`config.mk`:
```
export PLATFORM = sky130hd
export DESIGN_NAME = brp_top
export DESIGN_NICKNAME = d
export VERILOG_FILES = /design/src/inc/brp_pkg.sv /design/src/verilog/brp_buf.sv /design/src/verilog/brp_top.sv
export SDC_FILE = /design/constraint.sdc
export NUM_CORES = 1
export LEC_CHECK = 0
export BUFFER_PORTS_ARGS = -buffer_cell sky130_fd_sc_hd__clkbuf_2
export CELL_PAD_IN_SITES_DETAIL_PLACEMENT = 2
export CELL_PAD_IN_SITES_GLOBAL_PLACEMENT = 2
export CORE_MARGIN = 2
export CORE_UTILIZATION = 33
export DETAILED_ROUTE_END_ITERATION = 8
export GPL_TIMING_DRIVEN = 0
export PLACE_DENSITY = 0.79
export SKIP_CTS_REPAIR_TIMING = 1
export SYNTH_ARGS = -nofsm -noshare
export SYNTH_HDL_FRONTEND = slang
export SYNTH_SLANG_ARGS = --single-unit
export TNS_END_PERCENT = 5
```
`constraint.sdc`:
```
create_clock -name CLK_IN -period 4 [get_ports CLK_IN]
set_input_delay 0.6 -clock CLK_IN [delete_from_list [all_inputs] [get_ports CLK_IN]]
set_output_delay 0.6 -clock CLK_IN [all_outputs]
set_load 0.01 [all_outputs]
```
`src/inc/brp_pkg.sv`:
```
package brp_pkg;

	// ------------------------------------------------------------
	// Bus commands (read family only)
	// ------------------------------------------------------------
	localparam logic [3:0] CMD_IO_READ = 4'h2;
	localparam logic [3:0] CMD_MEM_READ = 4'h6;
	localparam logic [3:0] CMD_CFG_READ = 4'ha;
	localparam logic [3:0] CMD_MEM_READ_MULT = 4'hc;
	localparam logic [3:0] CMD_MEM_READ_LINE = 4'he;

	// ------------------------------------------------------------
	// Prefetch boundaries in DWORDs
	// ------------------------------------------------------------
	localparam int CNT_W = 11;
	localparam logic [CNT_W-1:0] BND_ONE_DW = 11'h001;
	localparam logic [CNT_W-1:0] BND_LINE_DEF = 11'h010;
	localparam logic [CNT_W-1:0] BND_MULT_DEF = 11'h020;
	localparam logic [CNT_W-1:0] BND_4KB = 11'h400;

	// ------------------------------------------------------------
	// Dynamic prefetch field and reset values
	// ------------------------------------------------------------
	localparam logic [1:0] DYN_OFF = 2'h0;
	localparam logic [1:0] DYN_SHIFT_RST = 2'h0;
	localparam logic [CNT_W-1:0] CNT_RST = 11'h000;
	localparam logic [CNT_W-1:0] BUF_SHORT_DEF = 11'h002;

	// Request word carried by the issue buffer
	localparam int REQ_W = 1 + 4 + 32 + 4 + CNT_W;

	// Sequencer states
	typedef enum logic [2:0] {
		ST_IDLE = 3'b001,
		ST_FETCH = 3'b010,
		ST_DRAIN = 3'b100
	} brp_state_t;

endpackage : brp_pkg

```
`src/verilog/brp_buf.sv`:
```
`timescale 1ns/10ps
`default_nettype none

// Shift-style buffer: the head entry always sits in slot 0, so the
// output data and flags come straight from flip-flops.
module brp_buf #(
	parameter int WIDTH = 8,
	parameter int DEPTH = 2
) (
	// Clock and reset
	input wire logic clk_in,
	input wire logic rst_n_in,
	input wire logic ce_in,
	// Fill side
	input wire logic in_valid_in,
	output logic in_ready_out,
	input wire logic [WIDTH-1:0] in_data_in,
	// Drain side
	output logic out_valid_out,
	input wire logic out_ready_in,
	output logic [WIDTH-1:0] out_data_out
);

	logic [WIDTH-1:0] mem_reg [DEPTH];
	logic [$clog2(DEPTH+1)-1:0] count_reg;
	logic [$clog2(DEPTH+1)-1:0] count_next;
	logic push;
	logic pop;

	assign push = in_valid_in && in_ready_out;
	assign pop = out_valid_out && out_ready_in;
	assign out_data_out = mem_reg[0];

	// Occupancy follows push and pop
	always_comb begin
		count_next = count_reg;
		if (push && !pop) begin
			count_next = count_reg + 1'b1;
		end else if (pop && !push) begin
			count_next = count_reg - 1'b1;
		end
	end

	// Count and registered flags
	always_ff @(posedge clk_in or negedge rst_n_in) begin
		if (!rst_n_in) begin
			count_reg <= '0;
			out_valid_out <= 1'b0;
			in_ready_out <= 1'b1;
		end else if (ce_in) begin
			count_reg <= count_next;
			out_valid_out <= (count_next != '0);
			in_ready_out <= (count_next != DEPTH[$clog2(DEPTH+1)-1:0]);
		end
	end

	// Entries shift toward the head on a pop; a push lands behind the last
	always_ff @(posedge clk_in or negedge rst_n_in) begin
		if (!rst_n_in) begin
			for (int i = 0; i < DEPTH; i++) begin
				mem_reg[i] <= '0;
			end
		end else if (ce_in) begin
			for (int i = 0; i < DEPTH; i++) begin
				if (pop && i < DEPTH - 1) begin
					mem_reg[i] <= mem_reg[i+1];
				end
				if (push && (int'(count_reg) - (pop ? 1 : 0)) == i) begin
					mem_reg[i] <= in_data_in;
				end
			end
		end
	end

endmodule : brp_buf

`default_nettype wire

```
`src/verilog/brp_top.sv`:
```
`timescale 1ns/10ps
`default_nettype none

//Function
//- Every crossing read is delayed and classed prefetchable or not before issue.
//- Prefetchable reads fetch many DWORDs ahead and drive all byte enables on.
//- Line and multiple reads, and memory reads in prefetchable space, prefetch.
//- Prefetch is cut short on low free buffer space and at boundaries.
//- Dynamic control adjusts prefetch length per burst outcome when enabled.
//- Non-prefetchable reads fetch one DWORD, keep byte enables, disconnect after it.
//- I/O, configuration and non-prefetchable memory reads are never prefetched.
//- Prefetch stops at the aligned boundary unless the target disconnected earlier.
//- Disconnect with the last prefetched DWORD; discard what was not delivered.
//- Flow-through prefetches to the 4KB boundary or until FRAME deasserts.
//- Memory read and read line stop at 16 DWORDs or the cache line.
//- Read multiple stops at 32 DWORDs when cache line size is 0 or 16.
//- Read multiple stops at twice the cache line for legal sizes.
//- Downstream memory reads prefetch by space; upstream by a programmable choice.
//- The three memory read commands alias one another when matching requests.
module brp_top #(
	parameter logic [brp_pkg::CNT_W-1:0] BUF_SHORT_DW = brp_pkg::BUF_SHORT_DEF
) (
	// Clock, reset and enable
	input wire logic CLK_IN,
	input wire logic RST_N_IN,
	input wire logic CE_IN,
	// Configuration
	input wire logic [7:0] CFG_CLS_IN,
	input wire logic CFG_UP_MR_PREF_IN,
	input wire logic [1:0] CFG_DYN_PREF_IN,
	input wire logic FLOW_THROUGH_IN,
	input wire logic [brp_pkg::CNT_W-1:0] BUF_FREE_IN,
	// Initiator bus pin
	input wire logic INIT_FRAME_N_IN,
	// Captured read request
	input wire logic REQ_VALID_IN,
	output logic REQ_READY_OUT,
	input wire logic [3:0] REQ_CMD_IN,
	input wire logic [31:0] REQ_ADDR_IN,
	input wire logic [3:0] REQ_BE_N_IN,
	input wire logic REQ_DOWNSTREAM_IN,
	input wire logic REQ_PREF_SPACE_IN,
	// Target bus issue
	output logic TGT_VALID_OUT,
	input wire logic TGT_READY_IN,
	output logic [3:0] TGT_CMD_OUT,
	output logic [31:0] TGT_ADDR_OUT,
	output logic [3:0] TGT_BE_N_OUT,
	output logic TGT_PREF_OUT,
	output logic [brp_pkg::CNT_W-1:0] TGT_DWORDS_OUT,
	// Target bus progress
	input wire logic TGT_DATA_IN,
	input wire logic TGT_DISC_IN,
	output logic FETCH_STOP_OUT,
	// Initiator bus delivery
	input wire logic INIT_XFER_IN,
	input wire logic INIT_DONE_IN,
	output logic INIT_DISC_OUT,
	output logic DISCARD_OUT,
	output logic BUSY_OUT,
	// Request matching
	input wire logic [3:0] ALIAS_CMD_A_IN,
	input wire logic [3:0] ALIAS_CMD_B_IN,
	input wire logic ALIAS_ADDR_EQ_IN,
	output logic ALIAS_MATCH_OUT,
	// Dynamic prefetch status
	output logic [1:0] DYN_SHIFT_OUT
);

	localparam int CW = brp_pkg::CNT_W;

	// ------------------------------------------------------------
	// Declarations
	// ------------------------------------------------------------
	brp_pkg::brp_state_t state_reg;
	brp_pkg::brp_state_t state_next;
	logic frame_n_s1_reg;
	logic frame_n_s2_reg;
	logic req_ready_reg;
	logic [CW-1:0] limit_reg;
	logic [CW-1:0] ft_limit_reg;
	logic pref_reg;
	logic [CW-1:0] fetched_reg;
	logic [CW-1:0] fetched_next;
	logic [CW-1:0] deliv_reg;
	logic [CW-1:0] deliv_next;
	logic [1:0] dyn_shift_reg;
	logic init_disc_reg;
	logic discard_reg;
	logic alias_match_reg;
	logic accept;
	logic is_mem_rd;
	logic pref;
	logic cls_ok;
	logic [CW-1:0] base_bnd;
	logic [CW-1:0] bnd;
	logic [CW-1:0] dwords;
	logic [CW-1:0] ft_dwords;
	logic [3:0] be_n;
	logic buf_in_ready;
	logic buf_out_valid;
	logic [brp_pkg::REQ_W-1:0] buf_out_data;
	logic fetch_end;
	logic burst_end;
	logic [CW-1:0] act_limit;

	// ------------------------------------------------------------
	// Pin synchroniser
	// ------------------------------------------------------------

	// FRAME comes from the bus pin, so it is retimed before use
	always_ff @(posedge CLK_IN or negedge RST_N_IN) begin
		if (!RST_N_IN) begin
			frame_n_s1_reg <= 1'b1;
			frame_n_s2_reg <= 1'b1;
		end else if (CE_IN) begin
			frame_n_s1_reg <= INIT_FRAME_N_IN;
			frame_n_s2_reg <= frame_n_s1_reg;
		end
	end

	// ------------------------------------------------------------
	// Classification and boundary
	// ------------------------------------------------------------

	// Memory read family, used for classing and for aliasing
	function automatic logic mem_rd_fn(input logic [3:0] cmd);
		mem_rd_fn = (cmd == brp_pkg::CMD_MEM_READ) ||
			(cmd == brp_pkg::CMD_MEM_READ_LINE) ||
			(cmd == brp_pkg::CMD_MEM_READ_MULT);
	endfunction : mem_rd_fn

	// Prefetch decision per command and direction
	always_comb begin
		is_mem_rd = mem_rd_fn(REQ_CMD_IN);
		pref = 1'b0;
		if (REQ_CMD_IN == brp_pkg::CMD_MEM_READ_LINE ||
			REQ_CMD_IN == brp_pkg::CMD_MEM_READ_MULT) begin
			pref = 1'b1;
		end else if (REQ_CMD_IN == brp_pkg::CMD_MEM_READ) begin
			pref = REQ_DOWNSTREAM_IN ? REQ_PREF_SPACE_IN : CFG_UP_MR_PREF_IN;
		end
		// I/O, configuration and anything else stay single DWORD
		if (!is_mem_rd) begin
			pref = 1'b0;
		end
	end

	// Legal line sizes; any other value behaves like zero
	assign cls_ok = (CFG_CLS_IN == 8'h01) || (CFG_CLS_IN == 8'h02) ||
		(CFG_CLS_IN == 8'h04) || (CFG_CLS_IN == 8'h08) ||
		(CFG_CLS_IN == 8'h10);

	// Aligned boundary size in DWORDs
	always_comb begin
		if (REQ_CMD_IN == brp_pkg::CMD_MEM_READ_MULT) begin
			base_bnd = cls_ok ? {CFG_CLS_IN[CW-5:0], 4'h0} >> 3 : brp_pkg::BND_MULT_DEF;
		end else begin
			base_bnd = cls_ok ? {3'h0, CFG_CLS_IN} : brp_pkg::BND_LINE_DEF;
		end
		// Dynamic length widens the window by whole powers of two
		bnd = (CFG_DYN_PREF_IN != brp_pkg::DYN_OFF) ? base_bnd << dyn_shift_reg : base_bnd;
		if (bnd > brp_pkg::BND_4KB) begin
			bnd = brp_pkg::BND_4KB;
		end
		// Distance from the start address to the next aligned boundary
		dwords = bnd - (REQ_ADDR_IN[CW:2] & (bnd - 1'b1));
		ft_dwords = brp_pkg::BND_4KB - {1'b0, REQ_ADDR_IN[11:2]};
		if (!pref) begin
			dwords = brp_pkg::BND_ONE_DW;
			ft_dwords = brp_pkg::BND_ONE_DW;
		end
	end

	// Prefetch forces every lane on; single reads keep the initiator lanes
	assign be_n = pref ? 4'h0 : REQ_BE_N_IN;

	// ------------------------------------------------------------
	// Issue buffer toward the target bus
	// ------------------------------------------------------------

	// Each accepted read is queued with its class, never passed raw
	assign accept = REQ_VALID_IN && req_ready_reg;

	brp_buf #(
		.WIDTH(brp_pkg::REQ_W),
		.DEPTH(2)
	) u_issue_buf (
		.clk_in(CLK_IN),
		.rst_n_in(RST_N_IN),
		.ce_in(CE_IN),
		.in_valid_in(accept),
		.in_ready_out(buf_in_ready),
		.in_data_in({pref, REQ_CMD_IN, REQ_ADDR_IN, be_n, dwords}),
		.out_valid_out(buf_out_valid),
		.out_ready_in(TGT_READY_IN),
		.out_data_out(buf_out_data)
	);

	assign TGT_VALID_OUT = buf_out_valid;
	assign TGT_PREF_OUT = buf_out_data[brp_pkg::REQ_W-1];
	assign TGT_CMD_OUT = buf_out_data[brp_pkg::REQ_W-2 -: 4];
	assign TGT_ADDR_OUT = buf_out_data[brp_pkg::REQ_W-6 -: 32];
	assign TGT_BE_N_OUT = buf_out_data[CW+3 -: 4];
	assign TGT_DWORDS_OUT = buf_out_data[CW-1:0];

	// ------------------------------------------------------------
	// Fetch and delivery sequencing
	// ------------------------------------------------------------

	// Flow-through extends the window to the 4KB boundary
	assign act_limit = FLOW_THROUGH_IN ? ft_limit_reg : limit_reg;

	// Fetch ends at the boundary, on target disconnect, low space or FRAME release
	always_comb begin
		fetched_next = fetched_reg;
		if (state_reg == brp_pkg::ST_FETCH && TGT_DATA_IN) begin
			fetched_next = fetched_reg + 1'b1;
		end
		fetch_end = (fetched_next >= act_limit) || TGT_DISC_IN;
		if (pref_reg && BUF_FREE_IN < BUF_SHORT_DW) begin
			fetch_end = 1'b1;
		end
		if (pref_reg && FLOW_THROUGH_IN && frame_n_s2_reg) begin
			fetch_end = 1'b1;
		end
	end

	// Delivered count
	always_comb begin
		deliv_next = deliv_reg;
		if (state_reg != brp_pkg::ST_IDLE && INIT_XFER_IN && deliv_reg < fetched_reg) begin
			deliv_next = deliv_reg + 1'b1;
		end
	end

	// Burst is over once the initiator quits or has taken the last word
	assign burst_end = (state_reg != brp_pkg::ST_IDLE) &&
		(INIT_DONE_IN || (state_reg == brp_pkg::ST_DRAIN && deliv_next == fetched_reg));

	// Next state
	always_comb begin
		state_next = state_reg;
		unique case (state_reg)
			brp_pkg::ST_IDLE: begin
				if (accept) begin
					state_next = brp_pkg::ST_FETCH;
				end
			end
			brp_pkg::ST_FETCH: begin
				if (INIT_DONE_IN) begin
					state_next = brp_pkg::ST_IDLE;
				end else if (fetch_end) begin
					state_next = brp_pkg::ST_DRAIN;
				end
			end
			brp_pkg::ST_DRAIN: begin
				if (burst_end) begin
					state_next = brp_pkg::ST_IDLE;
				end
			end
		endcase
	end

	// State register and request handshake
	always_ff @(posedge CLK_IN or negedge RST_N_IN) begin
		if (!RST_N_IN) begin
			state_reg <= brp_pkg::ST_IDLE;
			req_ready_reg <= 1'b0;
			BUSY_OUT <= 1'b0;
		end else if (CE_IN) begin
			state_reg <= state_next;
			BUSY_OUT <= (state_next != brp_pkg::ST_IDLE);
			// One read in flight keeps fetch and delivery counts unambiguous
			req_ready_reg <= (state_next == brp_pkg::ST_IDLE) && buf_in_ready && !accept;
		end
	end

	// Window latched at acceptance
	always_ff @(posedge CLK_IN or negedge RST_N_IN) begin
		if (!RST_N_IN) begin
			limit_reg <= brp_pkg::BND_ONE_DW;
			ft_limit_reg <= brp_pkg::BND_ONE_DW;
			pref_reg <= 1'b0;
		end else if (CE_IN && accept) begin
			limit_reg <= dwords;
			ft_limit_reg <= ft_dwords;
			pref_reg <= pref;
		end
	end

	// Fetch and delivery counters restart with each read
	always_ff @(posedge CLK_IN or negedge RST_N_IN) begin
		if (!RST_N_IN) begin
			fetched_reg <= brp_pkg::CNT_RST;
			deliv_reg <= brp_pkg::CNT_RST;
		end else if (CE_IN) begin
			if (accept) begin
				fetched_reg <= brp_pkg::CNT_RST;
				deliv_reg <= brp_pkg::CNT_RST;
			end else begin
				fetched_reg <= fetched_next;
				deliv_reg <= deliv_next;
			end
		end
	end

	// Disconnect marks the last fetched word; leftovers are dropped
	always_ff @(posedge CLK_IN or negedge RST_N_IN) begin
		if (!RST_N_IN) begin
			init_disc_reg <= 1'b0;
			discard_reg <= 1'b0;
			FETCH_STOP_OUT <= 1'b0;
		end else if (CE_IN) begin
			init_disc_reg <= (state_next == brp_pkg::ST_DRAIN) &&
				(deliv_next + 1'b1 == fetched_next);
			discard_reg <= burst_end && (deliv_next < fetched_next);
			FETCH_STOP_OUT <= (state_next == brp_pkg::ST_DRAIN);
		end
	end

	// ------------------------------------------------------------
	// Dynamic prefetch length
	// ------------------------------------------------------------

	// Field value also caps the widening, so 01 is the most cautious setting
	always_ff @(posedge CLK_IN or negedge RST_N_IN) begin
		if (!RST_N_IN) begin
			dyn_shift_reg <= brp_pkg::DYN_SHIFT_RST;
		end else if (CE_IN) begin
			if (CFG_DYN_PREF_IN == brp_pkg::DYN_OFF) begin
				dyn_shift_reg <= brp_pkg::DYN_SHIFT_RST;
			end else if (burst_end && pref_reg) begin
				// Whole window consumed: demand was larger, grow
				if (deliv_next == limit_reg && dyn_shift_reg < CFG_DYN_PREF_IN) begin
					dyn_shift_reg <= dyn_shift_reg + 1'b1;
				end else if ({deliv_next, 1'b0} < {1'b0, limit_reg} &&
					dyn_shift_reg != 2'h0) begin
					dyn_shift_reg <= dyn_shift_reg - 1'b1;
				end
			end
		end
	end

	// ------------------------------------------------------------
	// Request matching
	// ------------------------------------------------------------

	// Repeated reads match a queued one across the memory read family
	always_ff @(posedge CLK_IN or negedge RST_N_IN) begin
		if (!RST_N_IN) begin
			alias_match_reg <= 1'b0;
		end else if (CE_IN) begin
			alias_match_reg <= ALIAS_ADDR_EQ_IN &&
				((mem_rd_fn(ALIAS_CMD_A_IN) && mem_rd_fn(ALIAS_CMD_B_IN)) ||
				(ALIAS_CMD_A_IN == ALIAS_CMD_B_IN));
		end
	end

	// ------------------------------------------------------------
	// Outputs
	// ------------------------------------------------------------
	assign REQ_READY_OUT = req_ready_reg;
	assign INIT_DISC_OUT = init_disc_reg;
	assign DISCARD_OUT = discard_reg;
	assign ALIAS_MATCH_OUT = alias_match_reg;
	assign DYN_SHIFT_OUT = dyn_shift_reg;

endmodule : brp_top

`default_nettype wire

```
# Word level (Yosys, flattened, before mapping)
# Cells that the tools add are included.
# totals
ff_bits,166
latch_bits,0
ram_bits,0
mem_bits_ro,0
input_bits,84
memories,0
# classes
add_sub_neg,11
multipliers,0
div,0
order_cmp,7
eq_ne,27
n_shift,1
muxes,33
bitwise,1
reduce_logical,53
# ops
operator,count
2-to-1 mux 52 bit,2
2-to-1 mux 11 bit,9
"adder 11 x 1 -> 11 bit, second input constant",3
== test 11 bit,3
"== test 32 x 2 -> 1 bit, second input constant",1
zero test 32 bit,1
subtractor 3 x 32 -> 32 bit,1
logical AND 1 bit,25
"== test 4 bit, second input constant",6
2-to-1 mux 8 bit,3
less-than comparator 11 bit,2
logical OR 1 bit,14
"== test 4 x 3 -> 1 bit, second input constant",3
less-than comparator 12 x 11 -> 1 bit,1
2-to-1 mux 2 bit,6
2-to-1 mux 3 bit,4
AND 10 x 11 -> 11 bit,1
>= comparator 11 bit,1
"> comparator 11 bit, second input constant",1
"less-than comparator 11 x 2 -> 1 bit, second input constant",1
left shift 11 x 2 -> 11 bit,1
"subtractor 11 x 1 -> 11 bit, second input constant",1
"subtractor 11 x 10 -> 11 bit, first input constant",1
subtractor 11 bit,1
23 further kinds,41

# Longest topological paths before layout
# Gate-level depths: netlist (run 1).
# logic_depth
ltp_word,16
ltp_mapped,22

# Hierarchy
# Synthesis (run 1) repeated with hierarchy kept, for this count alone.
# unflattened
hier_cells,1313
area_unflattened_um2,11763.8
# by_module_without_submodules
module,instances,cells_each,area_each_um2,seq_area_each_um2
brp_top,1,881,6880.3,1457.6
brp_buf,1,432,4883.4,2703.8

# Worst setup path after synthesis (run 1)
# Ideal clock, no wire load.
# synth_path
kind,reg-to-reg
from,reg fetched_reg[5]
to,reg dyn_shift_reg[1] (netlist: DYN_SHIFT_OUT[1])
setup_time_ns,0.124
t_arrival_ns,4.159
required_ns,3.876
path_slack_ns,-0.283
path_stages_with_launch,22
path_buffers,2
period_less_slack_ns,4.283
cell_sequence,dfrtp_1 -> clkbuf_1 -> inv_1 -> ha_1 -> a2111oi_0 -> o21bai_1 -> o211a_1 -> buf_4 -> nor2_1 -> xnor2_1 -> ha_1 -> nor2b_1 -> o21a_1 -> o21a_1 -> o211ai_1 -> a21boi_0 -> o31ai_1 -> a21oi_1 -> nor3_1 -> mux2i_1 -> o21a_1 -> a211o_1
# synth_between
elab_chain_cells,10
elab_cells_between_ends,18
classes_between,order compare: 2; eq/ne: 2; mux: 4; reduce/logical: 10
# synth_lines
item,line,source
"start, declared",brp_top.sv:83,logic [CW-1:0] fetched_reg;
"start signal, assigned",brp_top.sv:295,fetched_reg <= brp_pkg::CNT_RST;
"start signal, assigned",brp_top.sv:299,fetched_reg <= brp_pkg::CNT_RST;
"start signal, assigned",brp_top.sv:302,fetched_reg <= fetched_next;
"parallel branches: the longest is 10 deep, another holds less-than comparator 12 x 11 -> 1 bit",--,
"end signal, assigned",brp_top.sv:332,dyn_shift_reg <= brp_pkg::DYN_SHIFT_RST;
"end signal, assigned",brp_top.sv:336,dyn_shift_reg <= dyn_shift_reg + 1'b1;
"end signal, assigned",brp_top.sv:339,dyn_shift_reg <= dyn_shift_reg - 1'b1;
"end, declared",brp_top.sv:87,logic [1:0] dyn_shift_reg;
# Parallel ways; which one is timed is not known. The select of a mux whose other input is x is not followed.
# A chain may end at the register's enable or synchronous reset.

# Worst setup path in the final report (run 1)
# layout_path
from,reg fetched_reg[9]
to,reg discard_reg (netlist: DISCARD_OUT)
# layout_between
elab_chain_cells,8
elab_cells_between_ends,11
classes_between,add/sub: 1; order compare: 2; eq/ne: 1; mux: 2; reduce/logical: 5
# layout_lines
item,line,source
"parallel branches: the longest is 7 deep, another holds less-than comparator 11 bit",--,
logical AND 1 bit (*),brp_top.sv:317,discard_reg <= burst_end && (deliv_next < fetched_next);
"end signal, assigned",brp_top.sv:317,
"end, declared",brp_top.sv:89,logic discard_reg;
# Every way passes the cells marked *.

==> results of run 1 <==
## worst max-delay path: stages, from the launching register on
cell and delay, ns:
dfrtp_1 0.49, inv_1 0.13, ha_1 0.35, o211ai_1 0.14, and4_1 0.28, clkbuf_4 0.27, nor3_2 0.09, a21oi_4 0.19
inv_2 0.09, ha_4 0.24, nor2b_1 0.12, o21a_1 0.17, o21a_1 0.17, o21a_1 0.22, o21a_1 0.18, o21a_1 0.17
o21a_1 0.17, o21ai_2 0.16, a21oi_2 0.11, nor4_4 0.29, mux2_4 0.21
## cells in the mapped netlist (6+ instances only)
cell type,count
nand2_1,188
dfrtp_1,160
nor2_1,97
o21ai_0,83
clkbuf_1,70
inv_1,60
a21oi_1,58
buf_4,53
ha_1,53
xnor2_1,52
a31oi_1,48
mux2_2,38
nor3_1,28
xor2_1,25
nand3_1,22
mux2i_1,21
o21a_1,19
o31ai_1,17
or3_1,17
o22ai_1,15
nor2b_1,14
nand4_1,13
a22o_1,12
a211oi_1,11
o211ai_1,10
and3_1,9
a2111oi_0,8
nand2b_1,8
a21o_1,7
nor4_1,7
buf_1,6
dfstp_2,6
o311ai_0,6
## per-layer routing
metal	vias up	GRT usage	wire length, um
met5	-	0	0
met4	0	0.0716	1700
met3	91	0.0466	2030
met2	282	0.442	24500
met1	5828	0.296	19600
li1	5112	-	-
## kinds of logic after synthesis
| family | count (synthesis) |
|---|---|
| adders and majority gates | 53 |
| xor gates and xnor gates | 81 |
| AOI/OAI and AO/OA | 351 |
| buffers and inverters | 195 |
| muxes | 59 |
| DFF | 166 |
| and+or+nand+nor | 441 |
## worst max-delay path by stage
stage,depth (start not counted),slack [ns],end,start
after floorplan,14,-0.02,limit_reg[9],CFG_CLS_IN[2]
after global placement,19,-1.20,INIT_DISC_OUT,state_reg[1]
after detailed placement,19,-1.34,INIT_DISC_OUT,state_reg[1]
after CTS,19,-1.39,INIT_DISC_OUT,state_reg[1]
after global routing,18,-0.44,INIT_DISC_OUT,state_reg[1]
final,20,-0.30,DISCARD_OUT,fetched_reg[9]
## power breakdown
group / internal [mW] / total (mW) / switching (mW)
sequential: 2.30 / 2.77 / 0.471
clock: 0.896 / 1.75 / 0.858
combinational: 2.24 / 5.09 / 2.85
## cell type report
cell class	count	area (um^2)
inverters	60	240
well taps	455	569
fillers	3843	20300
clock buffers	17	425
multi-input cells	985	7050
plain buffers	131	747
clock inverters	15	183
flip-flops and latches	166	4170
repair buffers	174	990
## metrics by stage
stage                     cell area (um^2)  power, mW  hold slack (ns)  utilization  std cells
after floorplan                      11600       5.62            0.304            -       1346
after global placement               12900       6.90            0.461        0.372       1939
after detailed placement             12900       7.13            0.473        0.373       1940
after CTS                            13500       8.95            0.202        0.391       1972
after global routing                 14400       10.2            0.209        0.415       2003
final                                14400       9.62            0.143        0.415       2003
==> impl_metrics.ini, run 1 <==
[outcome]
status = finished, violations left
violations = negative setup slack

[floorplan]
start_util = 0.335
fp.coreArea_mm2 = 0.0346
die_h_um = 192
num_rows = 68
dieArea_mm2 = 0.0367
ios = 145
die_w_um = 192

[hold_path]
hp-class = in -> async

[timing]
fmax_ghz = 0.232
finalSetupViolCount = 11
slew_viol_final = 0
max-slew-margin-rel = 0.386
finalWorstSetupSlack_ns = -0.303
tightest_slew_ns = 0.898
period_share = 1.08
setup_tns_ns = -1.48
rsz0062_at_grt = yes
fin_crit_ns = 4.30
skew_ns = 0.0181
hold_violations = 0

[yosys]
synth_top_area_cell = dfrtp_1
synth_cell_type_count = 86
synthCells = 1346
synthSimpleGateAreaFrac = 0.179
syn_area_mm2 = 0.0116
synthXorXnorAreaFrac = 0.0659
async_reset_ff_frac = 1.00
yosysSeqAreaShare = 0.359
syn_nets = 1483
synth_top_family_by_area = compound AO/OA/AOI/OAI gates
synth-seq-cells = 166
synthAdderAreaFrac = 0.0571
synthTopCellsByArea = dfrtp_1, nand2_1, ha_1
syn_avg_cell_area_um2 = 8.62
synth-compound-area-share = 0.203
synth_top_area_frac = 0.345
synth_mux_area_frac = 0.0550
synth_edf_count = 0
synth_ff_type = dfrtp_1
ys_warn_count = 0

[grt]
gr-total-overflow = 0
grt_pass1_wl_um = 69700
grt_max_degree = 86
groute.usage.overall = 0.246
first_global_vias = 12300
antenna_found_initial = 0

[routing]
antenna_left = 0
firstDrtPassIters = 7
dr_total_vias = 11300
drt_iter0_markers = 469
drc_errors = 0
wl_per_cell_um = 23.9
routed_via_density = 5.65
routed_wl_um = 47800

[clocking]
cts_tree = done
clkLatencyLatePin_ns = 0.46
htree_levels = 4
cts_buffers = 17
clockBufferDepth = 2
clock-sinks = 166
clk_pin_slew_ns = 0.08
cts_root_buffer = clkbuf_16

[final_layout]
final_common_cell = nand2_1
final_cell_mix = nand2_1, dfrtp_1, clkbuf_2
layout.nets = 1672
drive_above_1_share = 0.276
n_antenna_cell = 0
syn_to_final_growth_pct = 23.9

[place]
globalplace.congestion = 0.886
place_ws_ns = -1.34
post-dp-hpwl_um = 33500
port_buffers = 138

[worst_setup_path]
cp.required_ns = 4.39
r2r_start = fetched_reg[9]
worstSetupStartpointType = flip-flop
crit_path_max_fanout = 10
regToRegEndpoint = DISCARD_OUT
rrSetupSlack_ns = -0.30
cp.arrival_ns = 4.70
crit_path_end_kind = flip-flop
reg2reg_depth = 20
worstSetupPathType = reg -> reg

[pwr]
ir_drop_mv = 0.339
power.density_mw_per_mm2 = 669
p_leak_nw = 6.33

[run]
maxCapViolations = 0
Power figures use the tool's default switching activity.
==> run 2: changes to the inputs <==
--- a/config.mk
+++ b/config.mk
@@ -5,14 +5,14 @@
 export SDC_FILE = /design/constraint.sdc
 export NUM_CORES = 1
 export LEC_CHECK = 0
-export BUFFER_PORTS_ARGS = -buffer_cell sky130_fd_sc_hd__clkbuf_2
 export CELL_PAD_IN_SITES_DETAIL_PLACEMENT = 2
 export CELL_PAD_IN_SITES_GLOBAL_PLACEMENT = 2
 export CORE_MARGIN = 2
-export CORE_UTILIZATION = 33
+export CORE_UTILIZATION = 36
 export DETAILED_ROUTE_END_ITERATION = 8
+export DONT_BUFFER_PORTS = 1
 export GPL_TIMING_DRIVEN = 0
-export PLACE_DENSITY = 0.79
+export PLACE_DENSITY = 0.76
 export SKIP_CTS_REPAIR_TIMING = 1
 export SYNTH_ARGS = -nofsm -noshare
 export SYNTH_HDL_FRONTEND = slang
==> run 2 against run 1 <==
  * The run ends with negative hold slack, negative setup slack left
  * Utilization is 1.4 points higher
  * Largest cell class unchanged
  * Critical path depth decreased by 5
  * Global-route usage increased by 0.96 points
  * Clock-buffer cell count grew 2
  * Total power fell by 3.8%
  * First-iteration DRC count rose by 17%
  * Via count shrank 5.4%
  * Maximum frequency shrank 3.7%
==> impl_metrics.ini, run 2 (synthesis results as in run 1) <==
[timing]
max-slew-margin-rel = 0.310
finalWorstSetupSlack_ns = -0.466
finalSetupViolCount = 9
fin_crit_ns = 4.47
skew_ns = 0.00938
fmax_ghz = 0.224
period_share = 1.12
tightest_slew_ns = 1.04
holdWs_ns = -0.168
hold_violations = 160
slew_viol_final = 0
rsz0062_at_grt = yes

[floorplan]
dieArea_mm2 = 0.0337
num_rows = 65
fp.coreArea_mm2 = 0.0316
die_w_um = 184
ios = 145
die_h_um = 184
start_util = 0.367

[grt]
antenna_found_initial = 1
gr-total-overflow = 0
use_met1 = 0.323
grt_max_degree = 167
use_met2 = 0.447
busiest_layer = met2
grt_pass1_wl_um = 66000
groute.usage.overall = 0.255
first_global_vias = 11500
use_met3 = 0.0485

[routing]
drc_errors = 0
wl_per_cell_um = 25.2
drt_iter0_markers = 549
firstDrtPassIters = 5
antenna_left = 0
routed_wl_um = 45900
routed_via_density = 5.87
dr_total_vias = 10700

[pwr]
p_leak_nw = 5.78
p_sw_frac = 0.423
power.density_mw_per_mm2 = 680
clkPwrFrac = 0.198
ir_drop_mv = 0.356
p_int_mw = 5.34
combPwrFrac = 0.499
p_total_mw = 9.25
p_seq_frac = 0.303
p_switching_mw = 3.91

[final_layout]
syn_to_final_growth_pct = 17.1
drive_above_1_share = 0.202
layout.nets = 1544
fillers = 3483
n_antenna_cell = 0
multi_input_area_mm2 = 0.00697
final_common_cell = nand2_1
final_cell_mix = nand2_1, dfrtp_1, buf_4
register_area_mm2 = 0.00417
fin_util = 0.430

[clocking]
cts_buffers = 17
clock-sinks = 166
htree_levels = 4
clkLatencyLatePin_ns = 0.46
cts_tree = done
clockBufferDepth = 2
cts_root_buffer = clkbuf_16
clk_pin_slew_ns = 0.07

[worst_setup_path]
worstSetupStartpointType = flip-flop
worst-path-stages = 15
cp.required_ns = 4.39
reg2reg_depth = 15
worst_path_max_delay_cell = or4_4
worstSetupPathType = reg -> reg
crit_path_end_kind = flip-flop
crit_path_max_incr_delay_ns = 0.59
path_buf_inv = 3
cp.arrival_ns = 4.85
cp_cell_sequence = buf_6, clkinvlp_4, ha_4, a2111oi_4, o21bai_4, buf_4, o211ai_2, a211oi_2, xnor3_1, nand4_1, or4_4, and2_4, o31a_1, nor4_2, a32o_1
crit_path_max_fanout = 5
critical_path.top_delay_family = compound AO/OA/AOI/OAI gates

[outcome]
violations = negative hold slack, negative setup slack
status = finished, violations left

[hold_path]
hp-class = in -> async

[run]
maxCapViolations = 0

[place]
globalplace.congestion = 0.859
port_buffers = 0
post-dp-hpwl_um = 31900
==> run 2: cell count changes in the layout (fill, tap and decap cells not counted), moves of 5 or more <==
cell / delta
buf_4: +9
o21ai_1: -5
o21ai_0: +8
clkbuf_2: -137
==> run 2: cell type report <==
type	instances	share of cell area
clock buffer	19	0.0326
inverter	60	0.0174
buffer	131	0.0552
clock inverter	13	0.0134
tap	402	0.0370
multi-input combinational	986	0.513
sequential	166	0.307
timing repair buffer	45	0.0247
==> run 2: worst register-to-register path, stage by stage (launching register included) <==
cell and delay, ns:
dfrtp_1 0.35, buf_6 0.13, clkinvlp_4 0.16, ha_4 0.22, a2111oi_4 0.37, o21bai_4 0.23
buf_4 0.15, o211ai_2 0.22, a211oi_2 0.53, xnor3_1 0.26, nand4_1 0.13, or4_4 0.59
and2_4 0.20, o31a_1 0.29, nor4_2 0.35, a32o_1 0.23
==> run 2: power groups by stage <==
| stage | Combinational (mW) | Clock (mW) | Sequential [mW] |
|---|---|---|---|
| 2_1_floorplan | 3.00 | 0 | 2.62 |
| 3_3_place_gp | 3.81 | 0 | 2.76 |
| 3_5_place_dp | 3.97 | 0 | 2.79 |
| 4_1_cts | 4.01 | 1.86 | 2.78 |
| 5_1_grt | 5.03 | 1.93 | 2.88 |
| 6_report | 4.62 | 1.83 | 2.80 |
==> run 2: layer usage <==
metal / vias to the layer above / share of wire / wire length [um]
met2: 219 / 0.51 / 23300
met4: 2 / 0.023 / 1060
met5: - / 0.00026 / 12
met3: 56 / 0.038 / 1720
met1: 5552 / 0.43 / 19800
li1: 4875 / - / -
==> run 2: worst paths after layout <==
kind | startpoint | to | slack (ns)
worst max-delay path | fetched_reg[7] | REQ_READY_OUT | -0.47
worst max register to register | fetched_reg[7] | REQ_READY_OUT | -0.47
worst min register to register | u_issue_buf.mem_reg[5] | u_issue_buf.mem_reg[5] | 0.49
max in group asynchronous | RST_N_IN | ft_limit_reg[0] | 3.79
min in group CLK_IN | REQ_CMD_IN[1] | u_issue_buf.mem_reg[48] | 0.29
worst min-delay path | RST_N_IN | fetched_reg[2] | -0.17
==> run 2: through the flow <==
| stage | TNS, ns | cells | instance area, um^2 | setup slack [ns] |
|---|---|---|---|---|
| 6_report | -2.61 | 1822 | 13600 | -0.466 |
| 5_1_grt | -4.72 | 1822 | 13600 | -0.625 |
| 4_1_cts | -16.19 | 1780 | 12800 | -1.39 |
| 3_5_place_dp | -25.72 | 1748 | 12100 | -1.28 |
| 3_3_place_gp | -21.54 | 1748 | 12100 | -1.21 |
| 2_1_floorplan | -0.0760 | 1346 | 11600 | -0.0238 |
==> run 3: changes to the inputs <==
--- a/config.mk
+++ b/config.mk
@@ -9,6 +9,7 @@
 export CELL_PAD_IN_SITES_GLOBAL_PLACEMENT = 2
 export CORE_MARGIN = 2
 export CORE_UTILIZATION = 36
+export CTS_CLUSTER_DIAMETER = 200
 export DETAILED_ROUTE_END_ITERATION = 8
 export DONT_BUFFER_PORTS = 1
 export GPL_TIMING_DRIVEN = 0
@@ -17,4 +18,3 @@
 export SYNTH_ARGS = -nofsm -noshare
 export SYNTH_HDL_FRONTEND = slang
 export SYNTH_SLANG_ARGS = --single-unit
-export TNS_END_PERCENT = 5
==> run 3 against run 2 <==
  * The run still ends with negative hold slack, negative setup slack left
  * Clock-buffer cell count is 2 lower
  * Clock power is essentially flat
  * Critical path type unchanged
  * Total power rose by 2.0%
  * Register-to-register slack improved by 0.11 ns
  * Clock skew is 0.0094 ns higher
  * Utilization grew 0.85 points
  * Routed wire length increased by 0.60%
  * First-iteration DRC count down 11%
==> impl_metrics.ini, run 3 (synthesis results as in run 1) <==
[hold_path]
hp-class = in -> async

[timing]
holdWs_ns = -0.158
slew_viol_final = 0
max-slew-margin-rel = 0.368
tightest_slew_ns = 0.948
fin_crit_ns = 4.36
hold_violations = 160
fmax_ghz = 0.230
rsz0062_at_grt = yes
skew_ns = 0.0187
period_share = 1.09
setup_tns_ns = -1.33
finalWorstSetupSlack_ns = -0.356
finalSetupViolCount = 8

[place]
port_buffers = 0
globalplace.congestion = 0.847
post-dp-hpwl_um = 32300

[clocking]
htree_levels = 4
clkLatencyLatePin_ns = 0.46
cts_buffers = 17
cts_tree = done
clock-sinks = 166
clk_pin_slew_ns = 0.08
cts_root_buffer = clkbuf_16
clockBufferDepth = 2

[pwr]
ir_drop_mv = 0.364
power.density_mw_per_mm2 = 681
p_total_mw = 9.43
p_leak_nw = 5.84

[floorplan]
dieArea_mm2 = 0.0337
fp.coreArea_mm2 = 0.0316
ios = 145
die_w_um = 184
num_rows = 65
start_util = 0.367
die_h_um = 184

[outcome]
status = finished, violations left
violations = negative hold slack, negative setup slack

[worst_setup_path]
rrSetupSlack_ns = -0.36
worst_path_max_delay_cell = dfrtp_1
cp.required_ns = 4.38
worstSetupStartpointType = flip-flop
r2r_start = fetched_reg[7]
worstSetupPathType = reg -> reg
cp.arrival_ns = 4.74
cp-startpoint = fetched_reg[7]
path_buf_inv = 4
cp_cell_sequence = buf_6, clkinvlp_4, ha_4, a2111oi_4, o21bai_4, o211a_1, buf_6, nor3_2, a21oi_4, inv_2, ha_4, nor2b_2, o21a_1, o21a_1, o21a_1, o21a_1, o21a_1, o21a_1, o21ai_2, a21oi_2, nor4_4, mux2_4
regToRegEndpoint = DISCARD_OUT
critPathMostFrequentCell = o21a_1
reg2reg_depth = 22
crit_path_max_fanout = 7
crit_path_max_incr_delay_ns = 0.36
crit_path_end_kind = flip-flop
critical_path.top_delay_family = compound AO/OA/AOI/OAI gates

[grt]
groute.usage.overall = 0.256
antenna_found_initial = 0
first_global_vias = 11400
grt_max_degree = 167
gr-total-overflow = 0
grt_pass1_wl_um = 66400

[routing]
wl_per_cell_um = 25.3
routed_wl_um = 46100
drt_iter0_markers = 490
firstDrtPassIters = 5
drc_errors = 0
routed_via_density = 5.90
dr_total_vias = 10800
antenna_left = 0

[final_layout]
drive_above_1_share = 0.223
fin_util = 0.438
n_antenna_cell = 0
layout.nets = 1548
syn_to_final_growth_pct = 19.4
final_common_cell = nand2_1
final_cell_mix = nand2_1, dfrtp_1, buf_4

[run]
maxCapViolations = 0
[run 3: per-stage QoR]
stage,instances,setup slack [ns],instance area (um^2),hold slack (ns)
floorplan,1346,0.00189,11700,0.304
global placement,1748,-1.17,12200,0.313
detailed placement,1748,-1.44,12200,0.312
CTS,1780,-1.48,12800,-0.177
global route,1826,-0.527,13900,-0.176
finish,1826,-0.356,13900,-0.158
[run 3: worst max-delay path by stage]
stage,to,cells past startpoint
4_1_cts,INIT_DISC_OUT,19
5_1_grt,DISCARD_OUT,22
2_1_floorplan,limit_reg[9],14
3_3_place_gp,INIT_DISC_OUT,19
6_report,DISCARD_OUT,22
3_5_place_dp,INIT_DISC_OUT,19
[run 3: final cells by class]
class	count	area (um^2)
inverter	60	235
fill	3429	17800
timing repair buffer	50	387
multi-input combinational	985	7190
clock inverter	15	201
sequential	166	4170
tap	402	503
buffer	131	751
clock buffer	17	425
[run 3: layer usage]
metal,track usage,vias up,routed length (um),share of wire
met4,0.0746,0,1360,0.030
met1,0.327,5591,19800,0.43
met5,0,-,0,0
met2,0.443,238,23300,0.50
met3,0.0434,81,1740,0.038
li1,-,4868,-,-
[run 3: power by group]
part	leakage [nW]	internal, mW	total [mW]	switching [mW]
logic	3.41	2.14	4.84	2.70
clock network	0.306	0.959	1.81	0.847
registers	2.12	2.30	2.79	0.490
